$ cat src/logic/cfg_hdr_pkg.sv
// Constants for the bridge configuration header: offsets, field positions,
// reset values. Shared by the header block and its testbench.
package cfg_hdr_pkg;
    localparam logic [11:0] OFS_IDENT = 12'h000; // Maker and part words
    localparam logic [11:0] OFS_CMD = 12'h004; // Command and status dword
    localparam int CMD_IO_EN = 0;
    localparam int CMD_MEM_EN = 1;
    localparam int CMD_MASTER_EN = 2;
    localparam int CMD_SPECIAL = 3;
    localparam int CMD_MWI = 4;
    localparam int CMD_PALETTE = 5;
    localparam int CMD_PERR_RESP = 6;
    localparam int CMD_WAIT = 7;
    localparam int CMD_SYSERR_EN = 8;
    localparam int CMD_FAST_B2B = 9;
    localparam int CMD_IRQ_OFF = 10;
    localparam int STAT_MDPE = 24; // Master data parity error flag
    localparam logic [15:0] CMD_RESET = 16'h0000;
    localparam logic [15:0] CMD_WMASK_FWD = 16'h0147; // Bits 0,1,2,6,8
    localparam logic [15:0] CMD_WMASK_REV = 16'h0567; // Plus bits 5,10
    localparam logic [9:0] PAL_MASK_ADDR = 10'h3C6;
    localparam logic [9:0] PAL_READ_ADDR = 10'h3C8;
    localparam logic [9:0] PAL_DATA_ADDR = 10'h3C9;
    localparam logic [15:0] MAKER_ID_DEFAULT = 16'h1A2B; // Arbitrary value
    localparam logic [15:0] PART_ID_DEFAULT = 16'h3C4D; // Arbitrary value
endpackage

$ cat src/logic/w1c_flag.sv
// One write-one-to-clear status flag; hardware set wins over a clear.
// Assumes set and clear are single-cycle strobes in the mclk domain.
`timescale 1ns/100ps
module w1c_flag (
    input wire logic mclk, // Core clock
    input wire logic rst_b, // Async reset, active low
    input wire logic set_req, // Hardware event
    input wire logic clr_req, // Software wrote one
    output logic flag // Flag state
);
    typedef struct packed {
        logic flag_r;
    } st_type;
    st_type s_r, s_nxt;

    // Clear only where a one is written; set beats clear
    always_comb begin
        s_nxt = s_r;
        if (clr_req) s_nxt.flag_r = 1'b0;
        if (set_req) s_nxt.flag_r = 1'b1;
    end

    always_ff @(posedge mclk or negedge rst_b) begin
        if (!rst_b) s_r <= '0;
        else s_r <= s_nxt;
    end
    assign flag = s_r.flag_r;

    AST_W1C_SET_WINS: assert property (@(posedge mclk) disable iff (!rst_b)
        set_req |=> flag) else $error("flag missed its set");
    AST_W1C_CLEARS: assert property (@(posedge mclk) disable iff (!rst_b)
        clr_req && !set_req |=> !flag) else $error("flag not cleared");
endmodule

$ cat src/logic/cfg_header.sv
// Configuration header: identity dword at 00h, command word and parity
// flag at 04h, and the enables that the command word drives into the bridge.
// Assumes configuration accesses are one-cycle strobes, synchronous to mclk.
// Operation
// - Write-one-to-clear bits clear where one is written, keep others.
// - Maker identifier read-only in bits 15:0 at offset 00h.
// - Part identifier read-only in bits 31:16 at offset 00h.
// - Bit 0 gates target response to primary I/O, reset zero.
// - Bit 1 gates response to primary memory, reset zero.
// - Bit 2 gates primary mastering and secondary response, reset zero.
// - Bit 3 reads zero; special cycles never claimed.
// - Bit 4 reads zero; invalidate writes never originated, only forwarded.
// - Reverse mode bit 5 claims I/O writes to 3C6h, 3C8h, 3C9h.
// - Bit 6 lets poison or parity errors set the parity flag.
// - Bit 7 reads zero; no wait cycle control.
// - Bit 8 enables error messages forward, error line reverse.
// - Bit 9 reads zero; no fast back-to-back.
// - Reverse mode bit 10 holds all four legacy interrupt lines off.
// - Parity flag bit 24 at 04h, write-one-clear, set only when enabled.
`timescale 1ns/100ps
module cfg_header import cfg_hdr_pkg::*; #(
    parameter logic [15:0] MAKER_ID = MAKER_ID_DEFAULT, // Arbitrary value
    parameter logic [15:0] PART_ID = PART_ID_DEFAULT // Arbitrary value
) (
    input wire logic mclk, // Core clock, 50 MHz
    input wire logic rst_b, // Async reset, active low
    input wire logic reverse_mode, // High in reverse bridge mode
    input wire logic cfg_rd, // Configuration read strobe
    input wire logic cfg_wr, // Configuration write strobe
    input wire logic [11:0] cfg_addr, // Dword-aligned byte offset
    input wire logic [3:0] cfg_be, // Byte enables for writes
    input wire logic [31:0] cfg_wdata, // Write data
    output logic [31:0] cfg_rdata, // Read data, one cycle after cfg_rd
    output logic cfg_rvalid, // Read data valid pulse
    input wire logic io_wr, // Primary I/O write seen
    input wire logic [15:0] io_addr, // Primary I/O address
    input wire logic data_err, // Poisoned packet or parity error pulse
    input wire logic fatal_err, // Error event needing system report
    input wire logic [3:0] irq_req, // Internal legacy interrupt requests
    output logic io_target_en, // Respond to primary I/O
    output logic mem_target_en, // Respond to primary memory
    output logic master_en, // Master primary, respond secondary
    output logic palette_claim, // Claim this palette write
    output logic err_msg, // Error message request, forward mode
    output logic system_error_line_b, // Error line, reverse mode
    output logic legacy_irq_line_a_b, // Legacy interrupt A
    output logic legacy_irq_line_b_b, // Legacy interrupt B
    output logic legacy_irq_line_c_b, // Legacy interrupt C
    output logic legacy_irq_line_d_b // Legacy interrupt D
);
    typedef struct packed {
        logic [15:0] cmd_r;
        logic [31:0] rdata_r;
        logic rvalid_r;
        logic claim_r;
        logic err_msg_r;
        logic serr_b_r;
        logic [3:0] irq_b_r;
    } st_type;
    st_type s_r, s_nxt;

    logic mdpe;
    logic mdpe_set;
    logic mdpe_clr;
    logic hit_cmd;

    // Writable bits depend on mode; read-only bits stay zero forever
    function automatic logic [15:0] wmask(input logic rev);
        wmask = rev ? CMD_WMASK_REV : CMD_WMASK_FWD;
    endfunction

    function automatic logic palette_hit(input logic [9:0] a);
        palette_hit = (a == PAL_MASK_ADDR) || (a == PAL_READ_ADDR) ||
            (a == PAL_DATA_ADDR);
    endfunction

    assign hit_cmd = cfg_wr && (cfg_addr == OFS_CMD);
    // Flag only sets while the parity response bit is set
    assign mdpe_set = data_err && s_r.cmd_r[CMD_PERR_RESP];
    assign mdpe_clr = hit_cmd && cfg_be[3] && cfg_wdata[STAT_MDPE];

    w1c_flag u_mdpe (
        .mclk(mclk),
        .rst_b(rst_b),
        .set_req(mdpe_set),
        .clr_req(mdpe_clr),
        .flag(mdpe)
    );

    // Command update, read mux and the pin-side enables
    always_comb begin
        logic [15:0] m;
        logic [15:0] wd;
        m = wmask(reverse_mode);
        wd = s_r.cmd_r;
        s_nxt = s_r;
        if (hit_cmd) begin
            if (cfg_be[0]) wd[7:0] = cfg_wdata[7:0];
            if (cfg_be[1]) wd[15:8] = cfg_wdata[15:8];
            s_nxt.cmd_r = wd & m;
        end else begin
            // Leaving reverse mode drops the reverse-only bits
            s_nxt.cmd_r = s_r.cmd_r & m;
        end
        s_nxt.rvalid_r = cfg_rd;
        s_nxt.rdata_r = 32'h0000_0000;
        if (cfg_rd && cfg_addr == OFS_IDENT) begin
            s_nxt.rdata_r = {PART_ID, MAKER_ID};
        end else if (cfg_rd && cfg_addr == OFS_CMD) begin
            s_nxt.rdata_r = {7'h00, mdpe, 8'h00, s_r.cmd_r};
        end
        // Alias decode: only AD[9:0] compared, so ISA aliases match too
        s_nxt.claim_r = reverse_mode && s_r.cmd_r[CMD_PALETTE] && io_wr &&
            palette_hit(io_addr[9:0]);
        s_nxt.err_msg_r = !reverse_mode && s_r.cmd_r[CMD_SYSERR_EN] && fatal_err;
        s_nxt.serr_b_r = !(reverse_mode && s_r.cmd_r[CMD_SYSERR_EN] && fatal_err);
        if (reverse_mode && s_r.cmd_r[CMD_IRQ_OFF]) begin
            s_nxt.irq_b_r = 4'hF;
        end else begin
            s_nxt.irq_b_r = ~irq_req;
        end
    end

    always_ff @(posedge mclk or negedge rst_b) begin
        if (!rst_b) begin
            s_r <= '0;
            s_r.cmd_r <= CMD_RESET;
            s_r.serr_b_r <= 1'b1;
            s_r.irq_b_r <= 4'hF;
        end else begin
            s_r <= s_nxt;
        end
    end

    assign cfg_rdata = s_r.rdata_r;
    assign cfg_rvalid = s_r.rvalid_r;
    assign io_target_en = s_r.cmd_r[CMD_IO_EN];
    assign mem_target_en = s_r.cmd_r[CMD_MEM_EN];
    assign master_en = s_r.cmd_r[CMD_MASTER_EN];
    assign palette_claim = s_r.claim_r;
    assign err_msg = s_r.err_msg_r;
    assign system_error_line_b = s_r.serr_b_r;
    assign legacy_irq_line_a_b = s_r.irq_b_r[0];
    assign legacy_irq_line_b_b = s_r.irq_b_r[1];
    assign legacy_irq_line_c_b = s_r.irq_b_r[2];
    assign legacy_irq_line_d_b = s_r.irq_b_r[3];

    // Read path and command bits; read-only bits must never hold a one
    AST_IDENT_READ: assert property (@(posedge mclk) disable iff (!rst_b)
        cfg_rd && cfg_addr == OFS_IDENT |=> cfg_rvalid && cfg_rdata[15:0] == MAKER_ID)
        else $error("maker identifier wrong");
    AST_PART_READ: assert property (@(posedge mclk) disable iff (!rst_b)
        cfg_rd && cfg_addr == OFS_IDENT |=> cfg_rdata[31:16] == PART_ID)
        else $error("part identifier wrong");
    AST_IO_EN_WRITE: assert property (@(posedge mclk) disable iff (!rst_b)
        hit_cmd && cfg_be[0] |=> io_target_en == $past(cfg_wdata[CMD_IO_EN]))
        else $error("io enable not written");
    AST_MEM_EN_WRITE: assert property (@(posedge mclk) disable iff (!rst_b)
        hit_cmd && cfg_be[0] |=> mem_target_en == $past(cfg_wdata[CMD_MEM_EN]))
        else $error("memory enable not written");
    AST_MASTER_WRITE: assert property (@(posedge mclk) disable iff (!rst_b)
        hit_cmd && cfg_be[0] |=> master_en == $past(cfg_wdata[CMD_MASTER_EN]))
        else $error("master enable not written");
    AST_RO_ZERO: assert property (@(posedge mclk) disable iff (!rst_b)
        s_r.cmd_r[CMD_SPECIAL] == 1'b0 && s_r.cmd_r[CMD_MWI] == 1'b0)
        else $error("special or invalidate bit set");
    AST_WAIT_B2B_ZERO: assert property (@(posedge mclk) disable iff (!rst_b)
        s_r.cmd_r[CMD_WAIT] == 1'b0 && s_r.cmd_r[CMD_FAST_B2B] == 1'b0)
        else $error("wait or fast b2b bit set");
    AST_RESERVED_ZERO: assert property (@(posedge mclk) disable iff (!rst_b)
        cfg_rd && cfg_addr == OFS_CMD |=> cfg_rdata[15:11] == 5'h00)
        else $error("reserved bits nonzero");
    AST_PALETTE: assert property (@(posedge mclk) disable iff (!rst_b)
        palette_claim |-> $past(reverse_mode && io_wr && palette_hit(io_addr[9:0])))
        else $error("palette claim without cause");
    AST_MDPE_GATED: assert property (@(posedge mclk) disable iff (!rst_b)
        $rose(mdpe) |-> $past(s_r.cmd_r[CMD_PERR_RESP]))
        else $error("parity flag set while disabled");
    AST_SERR: assert property (@(posedge mclk) disable iff (!rst_b)
        !system_error_line_b |-> $past(reverse_mode && s_r.cmd_r[CMD_SYSERR_EN]))
        else $error("error line asserted while disabled");
    AST_IRQ_OFF: assert property (@(posedge mclk) disable iff (!rst_b)
        reverse_mode && s_r.cmd_r[CMD_IRQ_OFF] |=> legacy_irq_line_a_b &&
        legacy_irq_line_b_b && legacy_irq_line_c_b && legacy_irq_line_d_b)
        else $error("interrupt asserted while disabled");

    // Event outputs follow their cause by exactly one cycle, in both directions
    AST_ERR_MSG: assert property (@(posedge mclk) disable iff (!rst_b)
        err_msg |-> $past(!reverse_mode && s_r.cmd_r[CMD_SYSERR_EN] && fatal_err))
        else $error("error message without enabled cause");
    AST_ERR_MSG_SENT: assert property (@(posedge mclk) disable iff (!rst_b)
        !reverse_mode && s_r.cmd_r[CMD_SYSERR_EN] && fatal_err |=> err_msg)
        else $error("enabled error message not sent");
    AST_SERR_SENT: assert property (@(posedge mclk) disable iff (!rst_b)
        reverse_mode && s_r.cmd_r[CMD_SYSERR_EN] && fatal_err |=> !system_error_line_b)
        else $error("enabled error line not asserted");
    AST_PALETTE_SENT: assert property (@(posedge mclk) disable iff (!rst_b)
        reverse_mode && s_r.cmd_r[CMD_PALETTE] && io_wr && palette_hit(io_addr[9:0])
        |=> palette_claim)
        else $error("enabled palette write not claimed");
    AST_REV_BITS_FWD: assert property (@(posedge mclk) disable iff (!rst_b)
        !reverse_mode |=> !s_r.cmd_r[CMD_PALETTE] && !s_r.cmd_r[CMD_IRQ_OFF])
        else $error("reverse-only bit kept in forward mode");
    AST_IRQ_FOLLOW: assert property (@(posedge mclk) disable iff (!rst_b)
        !(reverse_mode && s_r.cmd_r[CMD_IRQ_OFF]) |=> {legacy_irq_line_d_b,
        legacy_irq_line_c_b, legacy_irq_line_b_b, legacy_irq_line_a_b} == ~$past(irq_req))
        else $error("interrupt lines do not follow requests");

    // Parity flag: set only through the enable, and visible in the read word
    AST_MDPE_SET: assert property (@(posedge mclk) disable iff (!rst_b)
        data_err && s_r.cmd_r[CMD_PERR_RESP] |=> mdpe)
        else $error("enabled parity error not flagged");
    AST_MDPE_READ: assert property (@(posedge mclk) disable iff (!rst_b)
        cfg_rd && cfg_addr == OFS_CMD |=> cfg_rdata[STAT_MDPE] == $past(mdpe))
        else $error("parity flag not in read word");
    AST_STATUS_ZERO: assert property (@(posedge mclk) disable iff (!rst_b)
        cfg_rd && cfg_addr == OFS_CMD |=> cfg_rdata[31:25] == 7'h00 &&
        cfg_rdata[23:16] == 8'h00)
        else $error("unmodelled status bits nonzero");
    // A read answer never appears without a read one cycle before
    AST_RVALID_CAUSE: assert property (@(posedge mclk) disable iff (!rst_b)
        cfg_rvalid |-> $past(cfg_rd))
        else $error("read valid without read");
endmodule

$ cat config.mk
export PLATFORM = sky130hd
export DESIGN_NAME = cfg_header
export DESIGN_NICKNAME = d
export VERILOG_FILES = /design/src/logic/cfg_hdr_pkg.sv /design/src/logic/w1c_flag.sv /design/src/logic/cfg_header.sv
export SDC_FILE = /design/constraint.sdc
export NUM_CORES = 1
export LEC_CHECK = 0
export BUFFER_PORTS_ARGS = -buffer_cell sky130_fd_sc_hd__buf_4
export CELL_PAD_IN_SITES_DETAIL_PLACEMENT = 2
export CELL_PAD_IN_SITES_GLOBAL_PLACEMENT = 2
export CORE_MARGIN = 2
export CORE_UTILIZATION = 18
export CTS_BUF_LIST = sky130_fd_sc_hd__clkbuf_16
export CTS_CLUSTER_SIZE = 25
export DETAILED_ROUTE_END_ITERATION = 10
export PLACE_DENSITY = 0.85
export SLEW_MARGIN = 20
export SYNTH_ARGS = -nofsm -noshare
export SYNTH_HDL_FRONTEND = slang
export SYNTH_HIERARCHICAL = 1
export SYNTH_SLANG_ARGS = --single-unit
$ cat constraint.sdc
create_clock -name mclk -period 1.3 [get_ports mclk]
set_input_delay 0.13 -clock mclk [delete_from_list [all_inputs] [get_ports mclk]]
set_output_delay 0.13 -clock mclk [all_outputs]
set_load 0.01 [all_outputs]
==> results.sh, run 1 <==
export IMPL_synthDistinctLibCells=24
export IMPL_crit_start="cfg_addr[9]"
export IMPL_wl_per_cell_um=12.6
export IMPL_fillCellCount=765
export IMPL_place_hpwl_mm=2.86
export IMPL_clk_latency_ns=0.25
export IMPL_hold_viol_final=0
export IMPL_skew_ns=0.00102
export IMPL_cts_resized=0
export IMPL_die_w_um=87.4
export IMPL_synth_seq_area_share=0.505
export IMPL_synthesis_area_um2=1250
export IMPL_row_count=30
export IMPL_met1_usage=0.105
export IMPL_regArea_um2=632
export IMPL_r2r_slack_ns=0.16
export IMPL_grt_usage=0.0946
export IMPL_grt_pass1_vias=1146
export IMPL_yosysWarnings=6
export IMPL_io_buffers=75
export IMPL_outcome="finished clean"
export IMPL_start_util=0.185
export IMPL_cp_required_ns=1.44
export IMPL_p_per_area_nw_per_um2=887
export IMPL_cts_root_buf="clkbuf_16"
export IMPL_grtUsageMet3=0.0171
export IMPL_diodes=0
export IMPL_cts_tree="built"
export IMPL_fin_setup_tns_ns=0
export IMPL_vias_per_cell=3.85
export IMPL_crit_arrival_ns=1.31
export IMPL_core_area_um2=6760
export IMPL_critPathLaunchType="input port"
export IMPL_synthDominantCellAreaShare=0.400
export IMPL_synth_area_leaders="dfrtp_1 40%, buf_4 19%, dfstp_2 11%"
export IMPL_area_delta_synth_final_pct=51.2
export IMPL_drt_initial_drc_count=15
export IMPL_rsz0062_at_grt="false"
export IMPL_multi_input_area_um2=383
export IMPL_first_pass_iters=4
export IMPL_drc=0
export IMPL_cts_buffers=3
export IMPL_hp_class="in2reg"
export IMPL_syn_area_per_cell_um2=10.8
export IMPL_peakVddDrop_v=0.000420
export IMPL_cap_viol_max_count=0
export IMPL_gp_congestion=0.672
export IMPL_cts_max_level=1
export IMPL_cts_num_sinks=25
export IMPL_vias=1021
export IMPL_reg2regPathDepth=3
export IMPL_p_leak_nw=0.993
export IMPL_yosys_register_bits=25
export IMPL_grt_first_pass_wirelength_mm=5.66
export IMPL_drive_above_1_share=0.514
export IMPL_grt_start_max_net_pins=26
export IMPL_grt_busiest_layer="met2"
export IMPL_slew_viol_final=0
export IMPL_critPathCaptureType="register"
export IMPL_io_pins=119
export IMPL_finish_net_count=262
export IMPL_antenna_found_initial=0
export IMPL_clock_path_buffers=2
export IMPL_die_area_um2=7630
export IMPL_reg2reg_from="s_r[45]$_DFF_PN0_"
export IMPL_grt_ovfl_total=0
export IMPL_setup_viol=0
export IMPL_antenna_left=0
export IMPL_post_route_period_util=0.898
export IMPL_cp_max_fo=3
export IMPL_die_h_um=87.4
export IMPL_p_total_w=0.00168
export IMPL_max_freq_ghz=0.857
export IMPL_r2r_end="palette_claim$_DFF_PN0_"
export IMPL_endpoint="s_r[48]$_DFFE_PN0P_"
export IMPL_synthCells=116
export IMPL_critical_path_class="in2reg"
export IMPL_use_met2=0.185
export IMPL_period_needed_ns=1.17
export IMPL_clk_pin_slew_worst_paths_ns=0.06
export IMPL_yosys_area_top_type="dfrtp_1"
export IMPL_wirelength_mm=3.33
[sequential cells by signal, summed over array words and instances (netlist names)]
signal,flops
io_target_en,1
legacy_irq_line_d_b,1
u_mdpe/flag,1
master_en,1
cfg_rdata,9
err_msg,1
s_r,4
palette_claim,1
system_error_line_b,1
legacy_irq_line_b_b,1
mem_target_en,1
cfg_rvalid,1
legacy_irq_line_c_b,1
legacy_irq_line_a_b,1
[final cells by class]
class	count	share of cell area
flip-flops and latches	25	0.334
clock inverters	1	0.00198
inverters	10	0.0198
clock buffers	3	0.0397
well taps	80	0.0529
repair buffers	86	0.349
multi-input cells	60	0.202
[cell families after synthesis]
| kind of cell | synth area share |
|---|---|
| buf+inv | 0.222 |
| compound gates | 0.0180 |
| other cells | 0.00300 |
| flops | 0.505 |
| simple gates | 0.191 |
| mux | 0.0610 |
[what timing repair did]
action                                  4_1_cts  5_1_grt
hold buffers                                  6        0
endpoints found under the setup margin        0        0
setup buffers                                 0        0
hold endpoints to repair                     25        0
[metal layers]
layer | vias up | share of wire | wire length [µm]
li1 | 479 | - | -
met5 | - | 0 | 0
met2 | 49 | 0.55 | 1840
met4 | 0 | 0.0030 | 10
met3 | 2 | 0.064 | 213
met1 | 491 | 0.38 | 1270
[synth_stat cells]
cell and n:
dfrtp_1 20, mux2_1 3, nor4bb_1 1, nand3_1 2, a21o_1 1, a21oi_1 3, and2_1 1, nor2_1 4
mux2_2 2, mux2i_1 2, nor3_1 5, dfstp_2 5, inv_1 10, nor4_1 1, nand4_1 4, nand2_1 10
nand4_2 2, conb_1 1, nor4_4 2, nor3_2 1, and3_1 2, buf_4 32, nor3b_1 1, or3_1 1
[per-stage QoR]
step           cell area (µm²)  setup slack (ns)  instances  hold WS, ns   util
3_5_place_dp              1750            -0.165        255       0.0580  0.259
6_report                  1890             0.133        265       0.0263  0.280
2_1_floorplan             1290             0.148        127       -0.166      -
5_1_grt                   1890            0.0432        265       0.0290  0.280
4_1_cts                   1890            0.0940        265       0.0272  0.280
3_3_place_gp              1750            -0.123        255       0.0543  0.259
[cells in the final DEF (no fill, tap or decap), types with 2 or more instances in the layout]
| cell type | netlist | layout |
|---|---|---|
| nand4_2 | 2 | 2 |
| nor2_1 | 4 | 4 |
| nand3_1 | 2 | 2 |
| mux2_2 | 2 | 2 |
| a21oi_1 | 3 | 3 |
| dfrtp_1 | 20 | 20 |
| clkbuf_16 | 0 | 3 |
| nand2_1 | 10 | 10 |
| nor4_4 | 2 | 2 |
| dlygate4sd3_1 | 0 | 6 |
| buf_4 | 32 | 80 |
| nand4_1 | 4 | 4 |
| dfstp_2 | 5 | 5 |
| nor3_1 | 5 | 5 |
| conb_1 | 1 | 12 |
| mux2i_1 | 2 | 2 |
| mux2_1 | 3 | 3 |
| inv_1 | 10 | 11 |
| and3_1 | 2 | 2 |
[where the power goes]
part / leakage, nW / switching (W) / internal [W]
combinational: 0.621 / 0.0000899 / 0.000121
clock: 0.0423 / 0.000261 / 0.000411
sequential: 0.330 / 0.00000326 / 0.000792
total: 0.993 / 0.000355 / 0.00132
[critical path, stage by stage]
cell	delay (ns)
buf_4	0.12
nor4_4	0.37
buf_4	0.18
nand4_1	0.15
mux2_1	0.36
[worst min-delay path by stage]
stage               startpoint                       to  cells after the start
global route        io_addr[5]  palette_claim$_DFF_PN0_                      2
CTS                 io_addr[5]  palette_claim$_DFF_PN0_                      2
finish              io_addr[5]  palette_claim$_DFF_PN0_                      2
detailed placement       rst_b   cfg_rdata[2]$_DFF_PN0_                      1
floorplan                rst_b   cfg_rdata[0]$_DFF_PN0_                      0
global placement         rst_b   cfg_rdata[2]$_DFF_PN0_                      1
Power figures use the tool's default switching activity.
==> run 2, diff against run 1 <==
Settings changed: BUFFER_PORTS_ARGS -buffer_cell sky130_fd_sc_hd__buf_4 to -buffer_cell sky130_fd_sc_hd__buf_2.
==> run 2 against run 1 <==
  * First-iteration DRC count grew 80%
  * Total power is 2.9% lower
  * Register-to-register slack about the same
  * Maximum frequency up 3.2%
  * Count of clock-buffer cells in the layout stayed put
  * Clock skew about the same
  * Global-route usage is 0.21 points higher
  * Core utilization decreased by 2.8 points
  * Largest cell class is now flip-flops and latches
  * Largest power group unchanged
==> results.sh, run 2 (synthesized netlist as in run 1, its figures left out) <==
export IMPL_reg2regPathDepth=3
export IMPL_r2r_slack_ns=0.17
export IMPL_critPathLaunchType="register"
export IMPL_crit_arrival_ns=1.28
export IMPL_place_inst=255
export IMPL_antenna_left=0
export IMPL_cts_hold_buffers=5
export IMPL_regArea_um2=632
export IMPL_die_w_um=87.4
export IMPL_period_needed_ns=1.13
export IMPL_final_cell_mix="75 x buf_2, 20 x dfrtp_1, 12 x conb_1"
export IMPL_min_path_cells=2
export IMPL_cts_buffers=3
export IMPL_grt_usage=0.0967
export IMPL_clock_path_buffers=2
export IMPL_largest_reg_flops=9
export IMPL_cts_num_sinks=25
export IMPL_die_area_um2=7630
export IMPL_mostFrequentLayoutCell="buf_2"
export IMPL_finish_net_count=262
export IMPL_grt_start_max_net_pins=26
export IMPL_cts_max_level=1
export IMPL_cts_tree="built"
export IMPL_wirelength_mm=3.35
export IMPL_hold_path_endpoint="palette_claim$_DFF_PN0_"
export IMPL_fin_cells=265
export IMPL_clk_pin_slew_worst_paths_ns=0.06
export IMPL_multi_input_area_um2=383
export IMPL_critical_path_class="reg2reg"
export IMPL_diodes=0
export IMPL_grt_pass1_vias=1178
export IMPL_antenna_found_initial=0
export IMPL_reg2reg_from="s_r[45]$_DFF_PN0_"
export IMPL_grt_ovfl_total=0
export IMPL_rsz0062_at_grt="false"
export IMPL_io_pins=119
export IMPL_p_leak_nw=0.952
export IMPL_hp_class="in2reg"
export IMPL_start_util=0.185
export IMPL_grt_first_pass_wirelength_mm=5.71
export IMPL_drc=0
export IMPL_worstHoldStart="io_addr[5]"
export IMPL_cap_viol_max_count=0
export IMPL_cp_cell_sequence="inv_1 > or3_1 > nor4_1"
export IMPL_peakVddDrop_v=0.000540
export IMPL_timing_hold_ws_ns=0.0284
export IMPL_fillCellCount=783
export IMPL_row_count=30
export IMPL_slew_viol_final=0
export IMPL_drive_above_1_share=0.514
export IMPL_wl_per_cell_um=12.6
export IMPL_worst_pin_slew_ns=0.561
export IMPL_setup_viol=0
export IMPL_hold_viol_final=0
export IMPL_clk_latency_ns=0.25
export IMPL_critPathCaptureType="register"
export IMPL_cp_max_fo=2
export IMPL_slew_headroom=0.626
export IMPL_max_freq_ghz=0.884
export IMPL_core_area_um2=6760
export IMPL_p_per_area_nw_per_um2=957
export IMPL_skew_ns=0.00137
export IMPL_outcome="finished clean"
export IMPL_gp_congestion=0.706
export IMPL_post_cts_repair_setup_buffers=0
export IMPL_slowest_stage="or3_1"
export IMPL_io_buffers=75
export IMPL_slowest_delay_ns=0.36
export IMPL_die_h_um=87.4
export IMPL_cp_required_ns=1.45
export IMPL_r2r_end="palette_claim$_DFF_PN0_"
export IMPL_place_hpwl_mm=2.81
export IMPL_drt_initial_drc_count=27
export IMPL_cts_resized=0
export IMPL_vias=997
export IMPL_first_pass_iters=3
export IMPL_vias_per_cell=3.76
export IMPL_post_route_period_util=0.870
export IMPL_area_delta_synth_final_pct=36.2
export IMPL_cts_root_buf="clkbuf_16"
==> run 2: how the worst max path moves through the flow <==
stage	start	to	depth (start not counted)
after detailed placement	cfg_addr[9]	s_r[46]$_DFFE_PN0P_	4
after global routing	s_r[45]$_DFF_PN0_	palette_claim$_DFF_PN0_	3
after global placement	cfg_addr[9]	master_en$_DFFE_PN0P_	4
final	s_r[45]$_DFF_PN0_	palette_claim$_DFF_PN0_	3
after floorplan	cfg_addr[9]	master_en$_DFFE_PN0P_	3
after CTS	s_r[45]$_DFF_PN0_	palette_claim$_DFF_PN0_	3
==> run 2: where the power goes <==
group	internal (W)	leakage (nW)	switching, W	total (W)
combinational	0.0000811	0.580	0.0000911	0.000172
clock	0.000410	0.0423	0.000253	0.000664
sequential	0.000792	0.330	0.00000236	0.000794
total	0.00128	0.952	0.000347	0.00163
==> run 2: per-layer routing <==
layer  global-route usage  part of all wire  vias up
li1                     -                 -      474
met1                0.105              0.38      472
met2                0.184              0.56       49
met3               0.0237             0.060        2
met4               0.0280            0.0048        0
met5                    0                 0        -
==> run 2: worst max-delay path: cells and delay by family (launching register included) <==
| family | cells | cell delay [ns] |
|---|---|---|
| buf+inv | 1 | 0.07 |
| simple gates | 2 | 0.62 |
| flops | 1 | 0.34 |
==> run 2: layout make-up <==
class | count | area share
Tap cell | 80 | 0.0587
Multi-Input combinational cell | 60 | 0.225
Sequential cell | 25 | 0.371
Timing Repair Buffer | 86 | 0.278
Clock inverter | 1 | 0.00220
Inverter | 10 | 0.0220
Clock buffer | 3 | 0.0441
==> run 2: stage by stage <==
| stage | setup slack (ns) | TNS, ns | utilization | cell area [µm²] | total power (W) |
|---|---|---|---|---|---|
| 6_report | 0.169 | 0 | 0.252 | 1700 | 0.00163 |
| 5_1_grt | 0.107 | 0 | 0.252 | 1700 | 0.00173 |
| 4_1_cts | 0.153 | 0 | 0.251 | 1690 | 0.00166 |
| 3_5_place_dp | -0.0709 | -0.318 | 0.232 | 1570 | 0.000970 |
| 3_3_place_gp | -0.0401 | -0.128 | 0.232 | 1570 | 0.000964 |
| 2_1_floorplan | 0.148 | 0 | - | 1290 | 0.000878 |
==> run 3, diff against run 2 <==
Settings changed: CORE_UTILIZATION 18 to 17.
Clock period 1.3 ns to 1 ns, I/O delays scaled along.
==> run 3 against run 2 <==
  * Core utilization up 3.7 points
  * Clock power up 33%
  * Cell area up 22%
  * The flow now finishes with violations (setup timing)
  * Critical path type unchanged
  * Critical endpoint unchanged
  * Highest routed layer unchanged
==> results.sh, run 3 (synthesized netlist as in run 1, its figures left out) <==
export IMPL_final_cell_mix="56 x buf_2, 21 x buf_6, 19 x dfrtp_1"
export IMPL_critPathCaptureType="register"
export IMPL_topRoutingLayerUsed="met4"
export IMPL_critical_path_class="reg2reg"
export IMPL_clk_latency_ns=0.26
export IMPL_io_buffers=75
export IMPL_cp_required_ns=1.16
export IMPL_antenna_found_initial=0
export IMPL_critPathLaunchType="register"
export IMPL_grt_pass1_vias=1161
export IMPL_vias_per_cell=3.64
export IMPL_final_core_util=0.289
export IMPL_met3_length_um=241
export IMPL_cts_buffers=3
export IMPL_drt_initial_drc_count=28
export IMPL_violations="setup timing"
export IMPL_p_per_area_nw_per_um2=1060
export IMPL_hp_class="in2reg"
export IMPL_die_h_um=89.8
export IMPL_wl_per_cell_um=12.8
export IMPL_wirelength_mm=3.80
export IMPL_first_pass_iters=3
export IMPL_grt_start_max_net_pins=26
export IMPL_cts_root_buf="clkbuf_16"
export IMPL_peakVddDrop_v=0.000464
export IMPL_cp_cell_sequence="inv_2 > or3_4 > nor4_4"
export IMPL_worst_slack_ns=-0.120
export IMPL_hold_viol_final=0
export IMPL_grt_ovfl_total=0
export IMPL_io_pins=119
export IMPL_setup_viol=16
export IMPL_cap_viol_max_count=0
export IMPL_routed_wl_met2_mm=2.04
export IMPL_period_needed_ns=1.12
export IMPL_place_hpwl_mm=2.89
export IMPL_core_area_um2=7180
export IMPL_diodes=0
export IMPL_grt_first_pass_wirelength_mm=5.73
export IMPL_slowest_delay_ns=0.37
export IMPL_pre_cts_slack_ns=-0.363
export IMPL_crit_arrival_ns=1.28
export IMPL_slowest_stage="or3_4"
export IMPL_area_delta_synth_final_pct=65.9
export IMPL_antenna_left=0
export IMPL_max_freq_ghz=0.893
export IMPL_row_count=31
export IMPL_finish_net_count=275
export IMPL_skew_ns=0.00221
export IMPL_cts_max_level=1
export IMPL_grt_usage=0.0866
export IMPL_p_leak_nw=1.07
export IMPL_wl_met1_mm=1.49
export IMPL_cts_tree="built"
export IMPL_fillCellCount=803
export IMPL_die_area_um2=8060
export IMPL_slew_viol_final=0
export IMPL_cts_num_sinks=25
export IMPL_post_route_period_util=1.12
export IMPL_rsz0062_at_grt="true"
export IMPL_mostFrequentLayoutCell="buf_2"
export IMPL_crit_family="simple AND/OR/NAND/NOR gates"
export IMPL_die_w_um=89.8
export IMPL_r2r_slack_ns=-0.12
export IMPL_outcome="complete, but fails checks"
export IMPL_vias=1080
export IMPL_crit_buf_inv=1
export IMPL_clock_path_buffers=2
export IMPL_start_util=0.174
export IMPL_cp_max_fo=2
export IMPL_drc=0
export IMPL_clk_pin_slew_worst_paths_ns=0.06
export IMPL_drive_above_1_share=0.626
export IMPL_largest_reg_flops=9
export IMPL_gp_congestion=0.692
[run 3: worst paths after layout]
check	from	end	cells after the start
worst max register to register	s_r[45]$_DFF_PN0_	palette_claim$_DFF_PN0_	3
worst min register to register	u_mdpe/flag$_DFFE_PN0P_	u_mdpe/flag$_DFFE_PN0P_	1
worst max-delay path	s_r[45]$_DFF_PN0_	palette_claim$_DFF_PN0_	3
worst min-delay path	fatal_err	system_error_line_b$_DFF_PN1_	2
max in group asynchronous	rst_b	system_error_line_b$_DFF_PN1_	3
min in group asynchronous	rst_b	cfg_rdata[0]$_DFF_PN0_	3
[run 3: stage by stage]
step	area [µm²]	total power, W	hold slack, ns	TNS [ns]	std cells
after floorplan	1290	0.00114	-0.196	-0.517	127
after global placement	1610	0.00126	0.106	-4.11	277
after detailed placement	1610	0.00126	0.111	-5.25	277
after CTS	1840	0.00219	0.00651	-0.165	291
after global routing	2080	0.00228	0.0257	-1.49	297
final	2080	0.00220	0.0132	-0.695	297
[run 3: final cells by class]
class,count,area [µm²],area share
clock buffer,3,75.1,0.0362
clock inverter,1,3.75,0.00181
inverter,10,37.5,0.0181
multi-input combinational,61,513,0.247
sequential,25,633,0.305
tap,99,124,0.0597
timing repair buffer,98,689,0.332
[run 3: what timing repair did]
action                     in CTS  in global routing
hold buffers                    6                  0
buffers inserted                4                  6
gates cloned                    0                  1
hold endpoints to repair       25                  0
setup endpoints to repair      29                 34
gates resized for setup        12                 35
pin swaps                       4                  5
[run 3: layer usage]
metal	track usage	up-vias
met5	0	-
met4	0.0231	0
met3	0.0210	2
met2	0.158	57
met1	0.101	514
li1	-	507
[run 3: where the power goes]
| group | total [W] | switching [W] | internal, W |
|---|---|---|---|
| combinational | 0.000282 | 0.000145 | 0.000137 |
| clock | 0.000881 | 0.000347 | 0.000534 |
| sequential | 0.00104 | 0.00000574 | 0.00103 |
